===== config.mk =====
export PLATFORM = sky130hd
export DESIGN_NAME = timer_count_control
export DESIGN_NICKNAME = d
export VERILOG_FILES = /design/src/rtl/timer_ctl_pkg.sv /design/src/rtl/timer_count_control.sv
export SDC_FILE = /design/constraint.sdc
export NUM_CORES = 1
export LEC_CHECK = 0
export BUFFER_PORTS_ARGS = -buffer_cell sky130_fd_sc_hd__buf_2
export CAP_MARGIN = 20
export CELL_PAD_IN_SITES_DETAIL_PLACEMENT = 1
export CELL_PAD_IN_SITES_GLOBAL_PLACEMENT = 1
export CORE_MARGIN = 1
export CORE_UTILIZATION = 30
export DETAILED_ROUTE_END_ITERATION = 10
export PLACE_DENSITY = 0.65
export SLEW_MARGIN = 10
export SYNTH_ARGS = -nofsm -noshare
export SYNTH_HDL_FRONTEND = slang
export SYNTH_SLANG_ARGS = --single-unit

===== constraint.sdc =====
create_clock -name i_clk -period 6.8 [get_ports i_clk]
set_input_delay 0.68 -clock i_clk [delete_from_list [all_inputs] [get_ports i_clk]]
set_output_delay 0.68 -clock i_clk [all_outputs]
set_load 0.01 [all_outputs]

===== src/rtl/timer_ctl_pkg.sv =====
// Constants and state types for the timer count source and clear control
package timer_ctl_pkg;
   localparam int NCH = 3;
   localparam int CNT_W = 16;
   localparam int PRE_W = 10;
   localparam int NEXT = 4;
   localparam int DATA_W = 32;
   localparam int ADDR_W = 8;
   // Register indices; byte address is four times the index
   localparam logic [3:0] IDX_CTRL0 = 4'h0;
   localparam logic [3:0] IDX_CTRL1 = 4'h1;
   localparam logic [3:0] IDX_CTRL2 = 4'h2;
   localparam logic [3:0] IDX_SYNC = 4'h3;
   localparam logic [3:0] IDX_CNT0 = 4'h4;
   localparam logic [3:0] IDX_CNT1 = 4'h5;
   localparam logic [3:0] IDX_CNT2 = 4'h6;
   // Control register fields
   localparam int RES_BIT = 7;
   localparam int CLR_HI = 6;
   localparam int CLR_LO = 5;
   localparam int EDGE_HI = 4;
   localparam int EDGE_LO = 3;
   localparam int PSC_HI = 2;
   localparam int PSC_LO = 0;
   localparam logic [7:0] CTRL_RST = 8'h00;
   localparam logic [7:0] CTRL12_MASK = 8'h7f;
   localparam logic [2:0] SYNC_RST = 3'h0;
   // Clear select codes
   localparam logic [1:0] CLR_NONE = 2'h0;
   localparam logic [1:0] CLR_A = 2'h1;
   localparam logic [1:0] CLR_B = 2'h2;
   localparam logic [1:0] CLR_SYNC = 2'h3;
   // Edge select codes; high bit set means both edges
   localparam logic [1:0] EDGE_RISE = 2'h0;
   localparam logic [1:0] EDGE_FALL = 2'h1;
   localparam logic [1:0] EDGE_BOTH = 2'h2;
   // Prescaler select codes
   localparam logic [2:0] PSC_DIV1 = 3'h0;
   localparam logic [2:0] PSC_DIV4 = 3'h1;
   localparam logic [2:0] PSC_DIV16 = 3'h2;
   localparam logic [2:0] PSC_DIV64 = 3'h3;
   localparam logic [2:0] PSC_EXT_A = 3'h4;
   localparam logic [2:0] PSC_EXT_B = 3'h5;
   localparam logic [2:0] PSC_SEL6 = 3'h6;
   localparam logic [2:0] PSC_SEL7 = 3'h7;
   // Free-running prescaler bit whose edges give each tap
   localparam int TAP4 = 1;
   localparam int TAP16 = 3;
   localparam int TAP64 = 5;
   localparam int TAP256 = 7;
   localparam int TAP1024 = 9;
   // External pin indices
   localparam int PIN_A = 0;
   localparam int PIN_B = 1;
   localparam int PIN_C = 2;
   localparam int PIN_D = 3;
   localparam logic [1:0] RESP_OKAY = 2'h0;
   localparam logic [1:0] RESP_SLVERR = 2'h2;

   typedef struct packed {
      logic [NCH-1:0][7:0] ctrl;
      logic [NCH-1:0] sync_en;
      logic [NCH-1:0][CNT_W-1:0] cnt;
      logic [PRE_W-1:0] pre;
      logic [PRE_W-1:0] pre_d;
      logic [NEXT-1:0] ext_s1;
      logic [NEXT-1:0] ext_s2;
      logic [NEXT-1:0] ext_s3;
      logic awready;
      logic wready;
      logic aw_have;
      logic w_have;
      logic [ADDR_W-1:0] aw_addr;
      logic [DATA_W-1:0] w_data;
      logic [3:0] w_strb;
      logic bvalid;
      logic [1:0] bresp;
      logic arready;
      logic rvalid;
      logic [DATA_W-1:0] rdata;
      logic [1:0] rresp;
   } state_t;

   localparam state_t STATE_RST = '0;
endpackage


===== src/rtl/timer_count_control.sv =====
// Three-channel timer count source, edge and clear control with AXI4-Lite
// Notes on behaviour
// Clear field: none, on A, on B, synchronous
// Synchronous clear follows sync-enabled channels only
// Channel 1,2 bit 7 reads zero, ignores writes
// Edge field: rising, falling, or both edges
// Both edges of a tap count at half
// Edge select ignored for undivided and overflow
// Phase counting overrides edge select on 1,2
// Channel 0 sources: taps and four pins
// Channel 1 sources: taps, pins, 256, overflow
// Channel 2 sources: taps, three pins, 1024
// Phase counting overrides prescaler on 1,2
// Each channel has its own source mux
// Reset or standby zeroes control registers
// Count one per qualifying edge, pins synchronised
//
// Local design decisions: the AXI4-Lite slave port and the register offsets.
`timescale 1ns/1ps
module timer_count_control #(
   parameter int P_CNT_W = 16
) (
   // Clock, reset, enable
   input wire logic i_clk,
   input wire logic i_rst_n,
   input wire logic i_ce,
   input wire logic i_standby,
   // AXI4-Lite slave
   input wire logic [7:0] i_awaddr,
   input wire logic i_awvalid,
   output logic o_awready,
   input wire logic [31:0] i_wdata,
   input wire logic [3:0] i_wstrb,
   input wire logic i_wvalid,
   output logic o_wready,
   output logic [1:0] o_bresp,
   output logic o_bvalid,
   input wire logic i_bready,
   input wire logic [7:0] i_araddr,
   input wire logic i_arvalid,
   output logic o_arready,
   output logic [31:0] o_rdata,
   output logic [1:0] o_rresp,
   output logic o_rvalid,
   input wire logic i_rready,
   // Timer side
   input wire logic [3:0] i_ext_pin,
   input wire logic [2:0] i_phase_mode,
   input wire logic [2:0] i_phase_up,
   input wire logic [2:0] i_phase_down,
   input wire logic [2:0] i_match_a,
   input wire logic [2:0] i_match_b,
   input wire logic i_match_c,
   input wire logic i_match_d,
   output logic [2:0][15:0] o_timer_count
);
   localparam int DW = timer_ctl_pkg::DATA_W;

   if (P_CNT_W != timer_ctl_pkg::CNT_W)
   begin : g_width_check
      $error("Counter width must match the package width");
   end

   timer_ctl_pkg::state_t state_reg;
   timer_ctl_pkg::state_t state_next;

   // Returns {valid, index}; only aligned words inside the map are valid
   function automatic logic [4:0] decode(input logic [7:0] a);
      logic ok;
      ok = (a[1:0] == 2'h0) && (a[7:6] == 2'h0)
         && (a[5:2] <= timer_ctl_pkg::IDX_CNT2);
      return {ok, a[5:2]};
   endfunction

   function automatic logic pick_edge(input logic [1:0] es,
      input logic rise, input logic fall);
      logic r;
      r = es[1] ? (rise | fall) : (es[0] ? fall : rise);
      return r;
   endfunction

   logic [timer_ctl_pkg::NEXT-1:0] pin_rise;
   logic [timer_ctl_pkg::NEXT-1:0] pin_fall;
   logic [timer_ctl_pkg::PRE_W-1:0] tap_rise;
   logic [timer_ctl_pkg::PRE_W-1:0] tap_fall;
   logic [2:0] tick;
   logic [2:0] up;
   logic [2:0] down;
   logic [2:0] wrap;
   logic [2:0] own_clr;
   logic sync_any;
   logic [1:0] es;
   logic [1:0] clr_sel;
   logic ma;
   logic mb;
   logic [4:0] dec;
   logic [4:0] rdec;

   always_comb
   begin
      state_next = state_reg;
      pin_rise = '0;
      pin_fall = '0;
      tap_rise = '0;
      tap_fall = '0;
      tick = '0;
      up = '0;
      down = '0;
      wrap = '0;
      own_clr = '0;
      sync_any = 1'b0;
      es = '0;
      clr_sel = '0;
      ma = 1'b0;
      mb = 1'b0;
      dec = '0;
      rdec = '0;
      // Only the second and third stages feed edge detection
      state_next.ext_s1 = i_ext_pin;
      state_next.ext_s2 = state_reg.ext_s1;
      state_next.ext_s3 = state_reg.ext_s2;
      pin_rise = state_reg.ext_s2 & ~state_reg.ext_s3;
      pin_fall = ~state_reg.ext_s2 & state_reg.ext_s3;
      // Tap edges come from one shared prescaler, so taps stay in phase
      state_next.pre = state_reg.pre + 1'b1;
      state_next.pre_d = state_reg.pre;
      tap_rise = state_reg.pre & ~state_reg.pre_d;
      tap_fall = ~state_reg.pre & state_reg.pre_d;

      for (int ch = 0; ch < timer_ctl_pkg::NCH; ch++)
      begin
         clr_sel = state_reg.ctrl[ch][timer_ctl_pkg::CLR_HI:
            timer_ctl_pkg::CLR_LO];
         ma = (ch == 0 && state_reg.ctrl[0][timer_ctl_pkg::RES_BIT])
            ? i_match_c : i_match_a[ch];
         mb = (ch == 0 && state_reg.ctrl[0][timer_ctl_pkg::RES_BIT])
            ? i_match_d : i_match_b[ch];
         own_clr[ch] = (clr_sel == timer_ctl_pkg::CLR_A && ma)
            || (clr_sel == timer_ctl_pkg::CLR_B && mb);
         if (state_reg.sync_en[ch] && own_clr[ch])
         begin
            sync_any = 1'b1;
         end
      end

      // Channel 2 first, as its wrap can clock channel 1
      for (int ch = timer_ctl_pkg::NCH - 1; ch >= 0; ch--)
      begin
         es = state_reg.ctrl[ch][timer_ctl_pkg::EDGE_HI:
            timer_ctl_pkg::EDGE_LO];
         case (state_reg.ctrl[ch][timer_ctl_pkg::PSC_HI:
            timer_ctl_pkg::PSC_LO])
            timer_ctl_pkg::PSC_DIV1:
               tick[ch] = 1'b1;
            timer_ctl_pkg::PSC_DIV4:
               tick[ch] = pick_edge(es, tap_rise[timer_ctl_pkg::TAP4],
                  tap_fall[timer_ctl_pkg::TAP4]);
            timer_ctl_pkg::PSC_DIV16:
               tick[ch] = pick_edge(es, tap_rise[timer_ctl_pkg::TAP16],
                  tap_fall[timer_ctl_pkg::TAP16]);
            timer_ctl_pkg::PSC_DIV64:
               tick[ch] = pick_edge(es, tap_rise[timer_ctl_pkg::TAP64],
                  tap_fall[timer_ctl_pkg::TAP64]);
            timer_ctl_pkg::PSC_EXT_A:
               tick[ch] = pick_edge(es, pin_rise[timer_ctl_pkg::PIN_A],
                  pin_fall[timer_ctl_pkg::PIN_A]);
            timer_ctl_pkg::PSC_EXT_B:
               tick[ch] = pick_edge(es, pin_rise[timer_ctl_pkg::PIN_B],
                  pin_fall[timer_ctl_pkg::PIN_B]);
            timer_ctl_pkg::PSC_SEL6:
               if (ch == 1)
               begin
                  tick[ch] = pick_edge(es,
                     tap_rise[timer_ctl_pkg::TAP256],
                     tap_fall[timer_ctl_pkg::TAP256]);
               end
               else
               begin
                  tick[ch] = pick_edge(es,
                     pin_rise[timer_ctl_pkg::PIN_C],
                     pin_fall[timer_ctl_pkg::PIN_C]);
               end
            timer_ctl_pkg::PSC_SEL7:
               if (ch == 0)
               begin
                  tick[ch] = pick_edge(es,
                     pin_rise[timer_ctl_pkg::PIN_D],
                     pin_fall[timer_ctl_pkg::PIN_D]);
               end
               else if (ch == 1)
               begin
                  tick[ch] = wrap[2];
               end
               else
               begin
                  tick[ch] = pick_edge(es,
                     tap_rise[timer_ctl_pkg::TAP1024],
                     tap_fall[timer_ctl_pkg::TAP1024]);
               end
            default:
               tick[ch] = 1'b0;
         endcase
         if (ch != 0 && i_phase_mode[ch])
         begin
            up[ch] = i_phase_up[ch] & ~i_phase_down[ch];
            down[ch] = i_phase_down[ch] & ~i_phase_up[ch];
         end
         else
         begin
            up[ch] = tick[ch];
         end
         wrap[ch] = (up[ch] && (&state_reg.cnt[ch]))
            || (down[ch] && (state_reg.cnt[ch] == '0));
         clr_sel = state_reg.ctrl[ch][timer_ctl_pkg::CLR_HI:
            timer_ctl_pkg::CLR_LO];
         if (own_clr[ch] || (clr_sel == timer_ctl_pkg::CLR_SYNC
            && state_reg.sync_en[ch] && sync_any))
         begin
            state_next.cnt[ch] = '0;
         end
         else if (up[ch])
         begin
            state_next.cnt[ch] = state_reg.cnt[ch] + 1'b1;
         end
         else if (down[ch])
         begin
            state_next.cnt[ch] = state_reg.cnt[ch] - 1'b1;
         end
      end

      // Write channel: address and data taken in either order
      if (state_reg.awready && i_awvalid)
      begin
         state_next.aw_have = 1'b1;
         state_next.aw_addr = i_awaddr;
      end
      if (state_reg.wready && i_wvalid)
      begin
         state_next.w_have = 1'b1;
         state_next.w_data = i_wdata;
         state_next.w_strb = i_wstrb;
      end
      if (state_reg.bvalid && i_bready)
      begin
         state_next.bvalid = 1'b0;
      end
      if (state_reg.aw_have && state_reg.w_have && !state_reg.bvalid)
      begin
         dec = decode(state_reg.aw_addr);
         state_next.aw_have = 1'b0;
         state_next.w_have = 1'b0;
         state_next.bvalid = 1'b1;
         state_next.bresp = dec[4] ? timer_ctl_pkg::RESP_OKAY
            : timer_ctl_pkg::RESP_SLVERR;
         // Counters are read-only here; a write to them is ignored
         if (dec[4] && state_reg.w_strb[0])
         begin
            case (dec[3:0])
               timer_ctl_pkg::IDX_CTRL0:
                  state_next.ctrl[0] = state_reg.w_data[7:0];
               timer_ctl_pkg::IDX_CTRL1:
                  state_next.ctrl[1] = state_reg.w_data[7:0]
                     & timer_ctl_pkg::CTRL12_MASK;
               timer_ctl_pkg::IDX_CTRL2:
                  state_next.ctrl[2] = state_reg.w_data[7:0]
                     & timer_ctl_pkg::CTRL12_MASK;
               timer_ctl_pkg::IDX_SYNC:
                  state_next.sync_en = state_reg.w_data[2:0];
               default:
                  state_next.sync_en = state_next.sync_en;
            endcase
         end
      end
      state_next.awready = !state_next.aw_have;
      state_next.wready = !state_next.w_have;

      // Read channel
      if (state_reg.rvalid && i_rready)
      begin
         state_next.rvalid = 1'b0;
      end
      if (state_reg.arready && i_arvalid)
      begin
         rdec = decode(i_araddr);
         state_next.rvalid = 1'b1;
         state_next.rresp = rdec[4] ? timer_ctl_pkg::RESP_OKAY
            : timer_ctl_pkg::RESP_SLVERR;
         state_next.rdata = '0;
         if (rdec[4])
         begin
            case (rdec[3:0])
               timer_ctl_pkg::IDX_CTRL0:
                  state_next.rdata = DW'(state_reg.ctrl[0]);
               timer_ctl_pkg::IDX_CTRL1:
                  state_next.rdata = DW'(state_reg.ctrl[1]);
               timer_ctl_pkg::IDX_CTRL2:
                  state_next.rdata = DW'(state_reg.ctrl[2]);
               timer_ctl_pkg::IDX_SYNC:
                  state_next.rdata = DW'(state_reg.sync_en);
               timer_ctl_pkg::IDX_CNT0:
                  state_next.rdata = DW'(state_reg.cnt[0]);
               timer_ctl_pkg::IDX_CNT1:
                  state_next.rdata = DW'(state_reg.cnt[1]);
               default:
                  state_next.rdata = DW'(state_reg.cnt[2]);
            endcase
         end
      end
      state_next.arready = !state_next.rvalid;

      // Standby overrides a write landing in the same cycle
      if (i_standby)
      begin
         for (int ch = 0; ch < timer_ctl_pkg::NCH; ch++)
         begin
            state_next.ctrl[ch] = timer_ctl_pkg::CTRL_RST;
         end
         state_next.sync_en = timer_ctl_pkg::SYNC_RST;
      end
   end

   always_ff @(posedge i_clk)
   begin
      if (!i_rst_n)
      begin
         state_reg <= timer_ctl_pkg::STATE_RST;
      end
      else if (i_ce)
      begin
         state_reg <= state_next;
      end
   end

   assign o_awready = state_reg.awready;
   assign o_wready = state_reg.wready;
   assign o_bresp = state_reg.bresp;
   assign o_bvalid = state_reg.bvalid;
   assign o_arready = state_reg.arready;
   assign o_rdata = state_reg.rdata;
   assign o_rresp = state_reg.rresp;
   assign o_rvalid = state_reg.rvalid;
   assign o_timer_count = state_reg.cnt;
endmodule


Word level (Yosys, flattened, before mapping)

Index checks and enable logic that the tools add are counted.
Widths: inputs -> output; s select.

Register bits after elaboration: 167
Output and inout bits: 89
Word-level logic and storage cells: 247

Add/sub/neg operators: 6
$lt $le $gt $ge: 2
Equality and inequality tests: 38
Muxes and demuxes: 78
Bitwise gates (word level): 25
Reductions and logical operators: 73

Operator list:

| cell                  | number |
|---|---|
| $mux 16               | 9 |
| $pmux 16 s6           | 1 |
| $mux 27               | 3 |
| $mux 1                | 53 |
| $add 16x1->16 const B | 3 |
| $eq 3x3->1 const B    | 12 |
| $mux 35               | 1 |
| $sub 16x1->16 const B | 2 |
| $logic_and 1x1->1     | 29 |
| $mux 8                | 3 |
| $pmux 1 s8            | 3 |
| $and 10x10->10        | 2 |
| $not 10->10           | 2 |
| $eq 3x2->1 const B    | 6 |
| $eq 4x2->1 const B    | 4 |
| $logic_not 16->1      | 1 |
| $reduce_and 16->1     | 1 |
| $reduce_and 2->1      | 8 |
| $reduce_and 4->1      | 4 |
| $reduce_bool 2->1     | 8 |
| $eq 2x2->1 const B    | 6 |
| $add 10x1->10 const B | 1 |
| $eq 3x1->1 const B    | 3 |
| $logic_not 3->1       | 3 |
| 16 further kinds      | 54 |

Logic depth before layout (Yosys ltp)

Depth after elaboration: 12
Gate-level depth with buffers: 18

Worst setup path before layout

OpenSTA, ideal clock, no wires.

Path type: register -> register
Start: register state_reg, in the netlist state_next[104]
End: register state_reg, in the netlist o_timer_count[30]
Setup time: 0.122 ns
Data arrival time: 4.796 ns
Required time: 6.678 ns
Slack: 1.882 ns
Stages on the path, launching flop included: 19
Buffers on the path: 0
Clock period less this slack: 4.918 ns
Path through: dfxtp_1 inv_1 ha_1 mux4_2 o2bb2ai_1 a2111oi_2 a22o_4 nor4_4 o31ai_4 ha_1 a21o_1 a21o_1 a2111oi_0 o21ai_0 o41a_1 a21o_1 a21oi_1 xor2_1 o22ai_1

Longest elaborated chain between the ends: 12
Elaborated cells between the ends (all ways): 18

Ends and longest elaborated chain:

| item                                                                 | line                       | RTL |
|---|---|---|
| start: declaration                                                   | timer_count_control.sv:64  | `timer_ctl_pkg::state_t state_reg;` |
| start signal: assignment                                             | timer_count_control.sv:326 | `state_reg <= timer_ctl_pkg::STATE_RST;` |
| start signal: assignment                                             | timer_count_control.sv:330 | `state_reg <= state_next;` |
| $not 10->10                                                          | timer_count_control.sv:128 | `tap_fall = ~state_reg.pre & state_reg.pre_d;` |
| $and 10x10->10                                                       | timer_count_control.sv:128 |  |
| $mux 1 / $or 1x1->1 (equally long branches)                          | timer_count_control.sv:78  | `r = es[1] ? (rise \| fall) : (es[0] ? fall : rise);` |
| $mux 1                                                               | timer_count_control.sv:78  |  |
| $pmux 1 s8                                                           | timer_count_control.sv:151 | `case (state_reg.ctrl[ch][timer_ctl_pkg::PSC_HI:` |
| $mux 1                                                               | timer_count_control.sv:203 | `if (ch != 0 && i_phase_mode[ch])` |
| $logic_and 1x1->1                                                    | timer_count_control.sv:212 | `wrap[ch] = (up[ch] && (&state_reg.cnt[ch]))` |
| $logic_or 1x1->1                                                     | timer_count_control.sv:213 | `\|\| (down[ch] && (state_reg.cnt[ch] == '0));` |
| $pmux 1 s8 (*)                                                       | timer_count_control.sv:151 |  |
| $mux 1 (*)                                                           | timer_count_control.sv:203 |  |
| $reduce_bool 3->1 (no source line) / $mux 16 (equally long branches) | --                         |  |
| $reduce_and 2->1 (no source line) / $mux 16 (equally long branches)  | --                         |  |

Mark *: on every way between the ends. The rest lies on a longest branch, timed or not.
A chain may end at the register's enable or synchronous reset.

Worst setup path in the final report

Same ends and word-level chain as after synthesis.

==> run metrics <==
crit start category flip-flop; DR pass1 iterations 5; Worst-Skew Late Latency 0.43 ns; CTS tree built; Yosys reg bits 142; die extent in x 175 um; Post CTS Setup Buffer Count 0; DRT iter0 DRCs 418; EDFF count, synth 0; Max Fanout on Critical Path 18; Arrival @ worst endpoint 6.08 ns; P per Cell Area 221 nW/um^2; final WL 26,700 um; register area share after synthesis 31.7%; Max Cap Violations 0; DR vias 7,685; Max VDD drop 166 uV; Cells after Synth 1,075; final-layout fill cell count 3,514; CTS H-tree lvls 4; Post-route DRC 0; max reg flops 49; setup TNS 0 ns; Rows 62; met3 GRT Util 2.72%; post-synth cell types 73; Avg Synthesized Cell Area 8.35 um^2; final setup violation count 0; vias in the first global route 7,811; largest net degree at the start of global routing 93; YS warnings 0; Fmax achieved 0.172 GHz; Avg WL per Cell 17.7 um; worst hold margin 0.454 ns; Synth Flop Type dfxtp_1; status complete, no violations; Hold-fix buffers, CTS 0; Post-Syn Area 8980 um^2; most frequent cells in the layout nor2_1 (156), dfxtp_1 (142), buf_2 (122), nand2_1 (85), a21oi_1 (84); Initial Util 30.9%; max-slew violations 0; Final Hold Fails 0; clk_skew 0.0120 ns; nets 1,241; clock transition at the registers of the reported paths 0.07 ns; HPWL Detailed 19,600 um; fin crit share 85.3%; RSZ-0062 raised after global routing false; commonest non-fill, non-tap cell in the layout nor2_1; ys async rst share 0%; clk sinks 142; busiest grt layer met2; worst rel slew slack 32.4%; synthesis-to-layout area growth 10.8%; met2 Use GR 29.6%; # port buffers 122; ranking of synthesized cells by area dfxtp_1 (32%), buf_4 (7.0%), ha_1 (6.7%); Pleak 4.13 nW; Antenna Cells 0; Worst Max-Slew Pin Slew 1.01 ns; clock tree buffer depth 2; Min Clock Period, post-route 5.80 ns; critical path type flip-flop to flip-flop; Root Driver clkbuf_16; die area 30,600 um^2; initial antenna violation count 0; met1 usage 23.7%; CP Capture Type flip-flop; I/O Pins 171; Hold WC Path Type flip-flop to flip-flop; RePlAce Congestion 0.851; core box area 29,100 um^2; Routed Antenna Nets 0; top-area cell type share of the netlist area 31.7%; Die Y 175 um; CTS Buf Count 17; Vias/cell 5.10; post_cts resized 0; share of cells above drive strength 1 17.4%; GRT Residual Overflow 0; most area-hungry cell type in the Yosys netlist dfxtp_1; first-pass GRT wire length 43,000 um; GRT Total Usage 17.8%; WP data required 7.08 ns
## per-layer routing
layer	share of wire (%)	vias up
met4	1.5	0
met5	0	-
met2	47	169
li1	-	3787
met1	47	3706
met3	4.3	23
## worst max-delay path, stage by stage (launching register included)
cell and delay (ns):
dfxtp_1 0.40, inv_1 0.10, ha_1 0.22, mux4_2 0.48
o2bb2ai_1 0.15, a2111oi_2 0.40, a22o_4 0.34, nor4_4 0.10
o31ai_4 0.73, ha_1 0.42, a21o_1 0.20, a21o_1 0.21
a2111oi_0 0.61, o21ai_0 0.25, o41a_1 0.39, a21o_1 0.19
a21oi_1 0.16, xor2_1 0.18, o22ai_1 0.10
## logic make-up after synthesis
| kind of cell | after synthesis | share of synthesized area, % |
|---|---|---|
| xor+xnor | 45 | 4.39 |
| other cells | 1 | 0.0418 |
| compound gates | 235 | 17.5 |
| fa+ha+maj | 50 | 7.14 |
| buf+inv | 165 | 10.7 |
| simple gates | 359 | 18.5 |
| mux | 78 | 10.1 |
| flops | 142 | 31.7 |
## report_power, final
group / internal, mW / switching [mW]
Clock: 0.544 / 0.405
Sequential: 0.861 / 0.0458
Combinational: 0.141 / 0.201
Total: 1.55 / 0.651
## path summary, 6_finish.rpt
| check | from | endpoint | slack, ns | cells after the start |
|---|---|---|---|---|
| worst min register to register | state_reg[75] | state_reg[75] | 0.45 | 2 |
| worst max register to register | state_next[104] | o_timer_count[30] | 1.00 | 18 |
| worst min-delay path | state_reg[75] | state_reg[75] | 0.45 | 2 |
| worst max-delay path | state_next[104] | o_timer_count[30] | 1.00 | 18 |
## layout make-up
cell class                      count  area, um^2  share of cell area [%]
Inverter                           34         129                    1.30
Clock buffer                       17         425                    4.28
Timing Repair Buffer              129         663                    6.67
Tap cell                          384         480                    4.83
Sequential cell                   142        2840                    28.6
Clock inverter                     15         161                    1.62
Multi-Input combinational cell    785        5240                    52.7
## synth_stat cells, types with 7 or more instances
master / number
nor3_1: 24
a21oi_1: 84
mux4_2: 9
o21ai_0: 27
nand3_1: 16
a22o_1: 8
clkbuf_1: 39
nand4_1: 14
dfxtp_1: 142
mux2i_1: 57
and3_1: 9
or3_1: 11
a21o_1: 14
a211oi_1: 8
nor2_1: 156
a31oi_1: 7
nand2_1: 85
xnor2_1: 26
buf_4: 84
o221ai_1: 7
nand2b_1: 9
inv_1: 33
a22oi_1: 41
ha_1: 48
mux2_2: 12
xor2_1: 19
## stage by stage
step | instance area, um^2 | worst slack, ns | util (%) | power (mW) | std cells
floorplan | 9040 | 1.88 | - | 1.19 | 1092
global placement | 9350 | 1.06 | 32.1 | 1.26 | 1473
detailed placement | 9350 | 1.02 | 32.1 | 1.27 | 1473
CTS | 9940 | 0.993 | 34.2 | 2.23 | 1505
global route | 9950 | 0.569 | 34.2 | 2.30 | 1506
finish | 9950 | 1.00 | 34.2 | 2.20 | 1506
No activity file was read; power rests on OpenSTA's default activity.
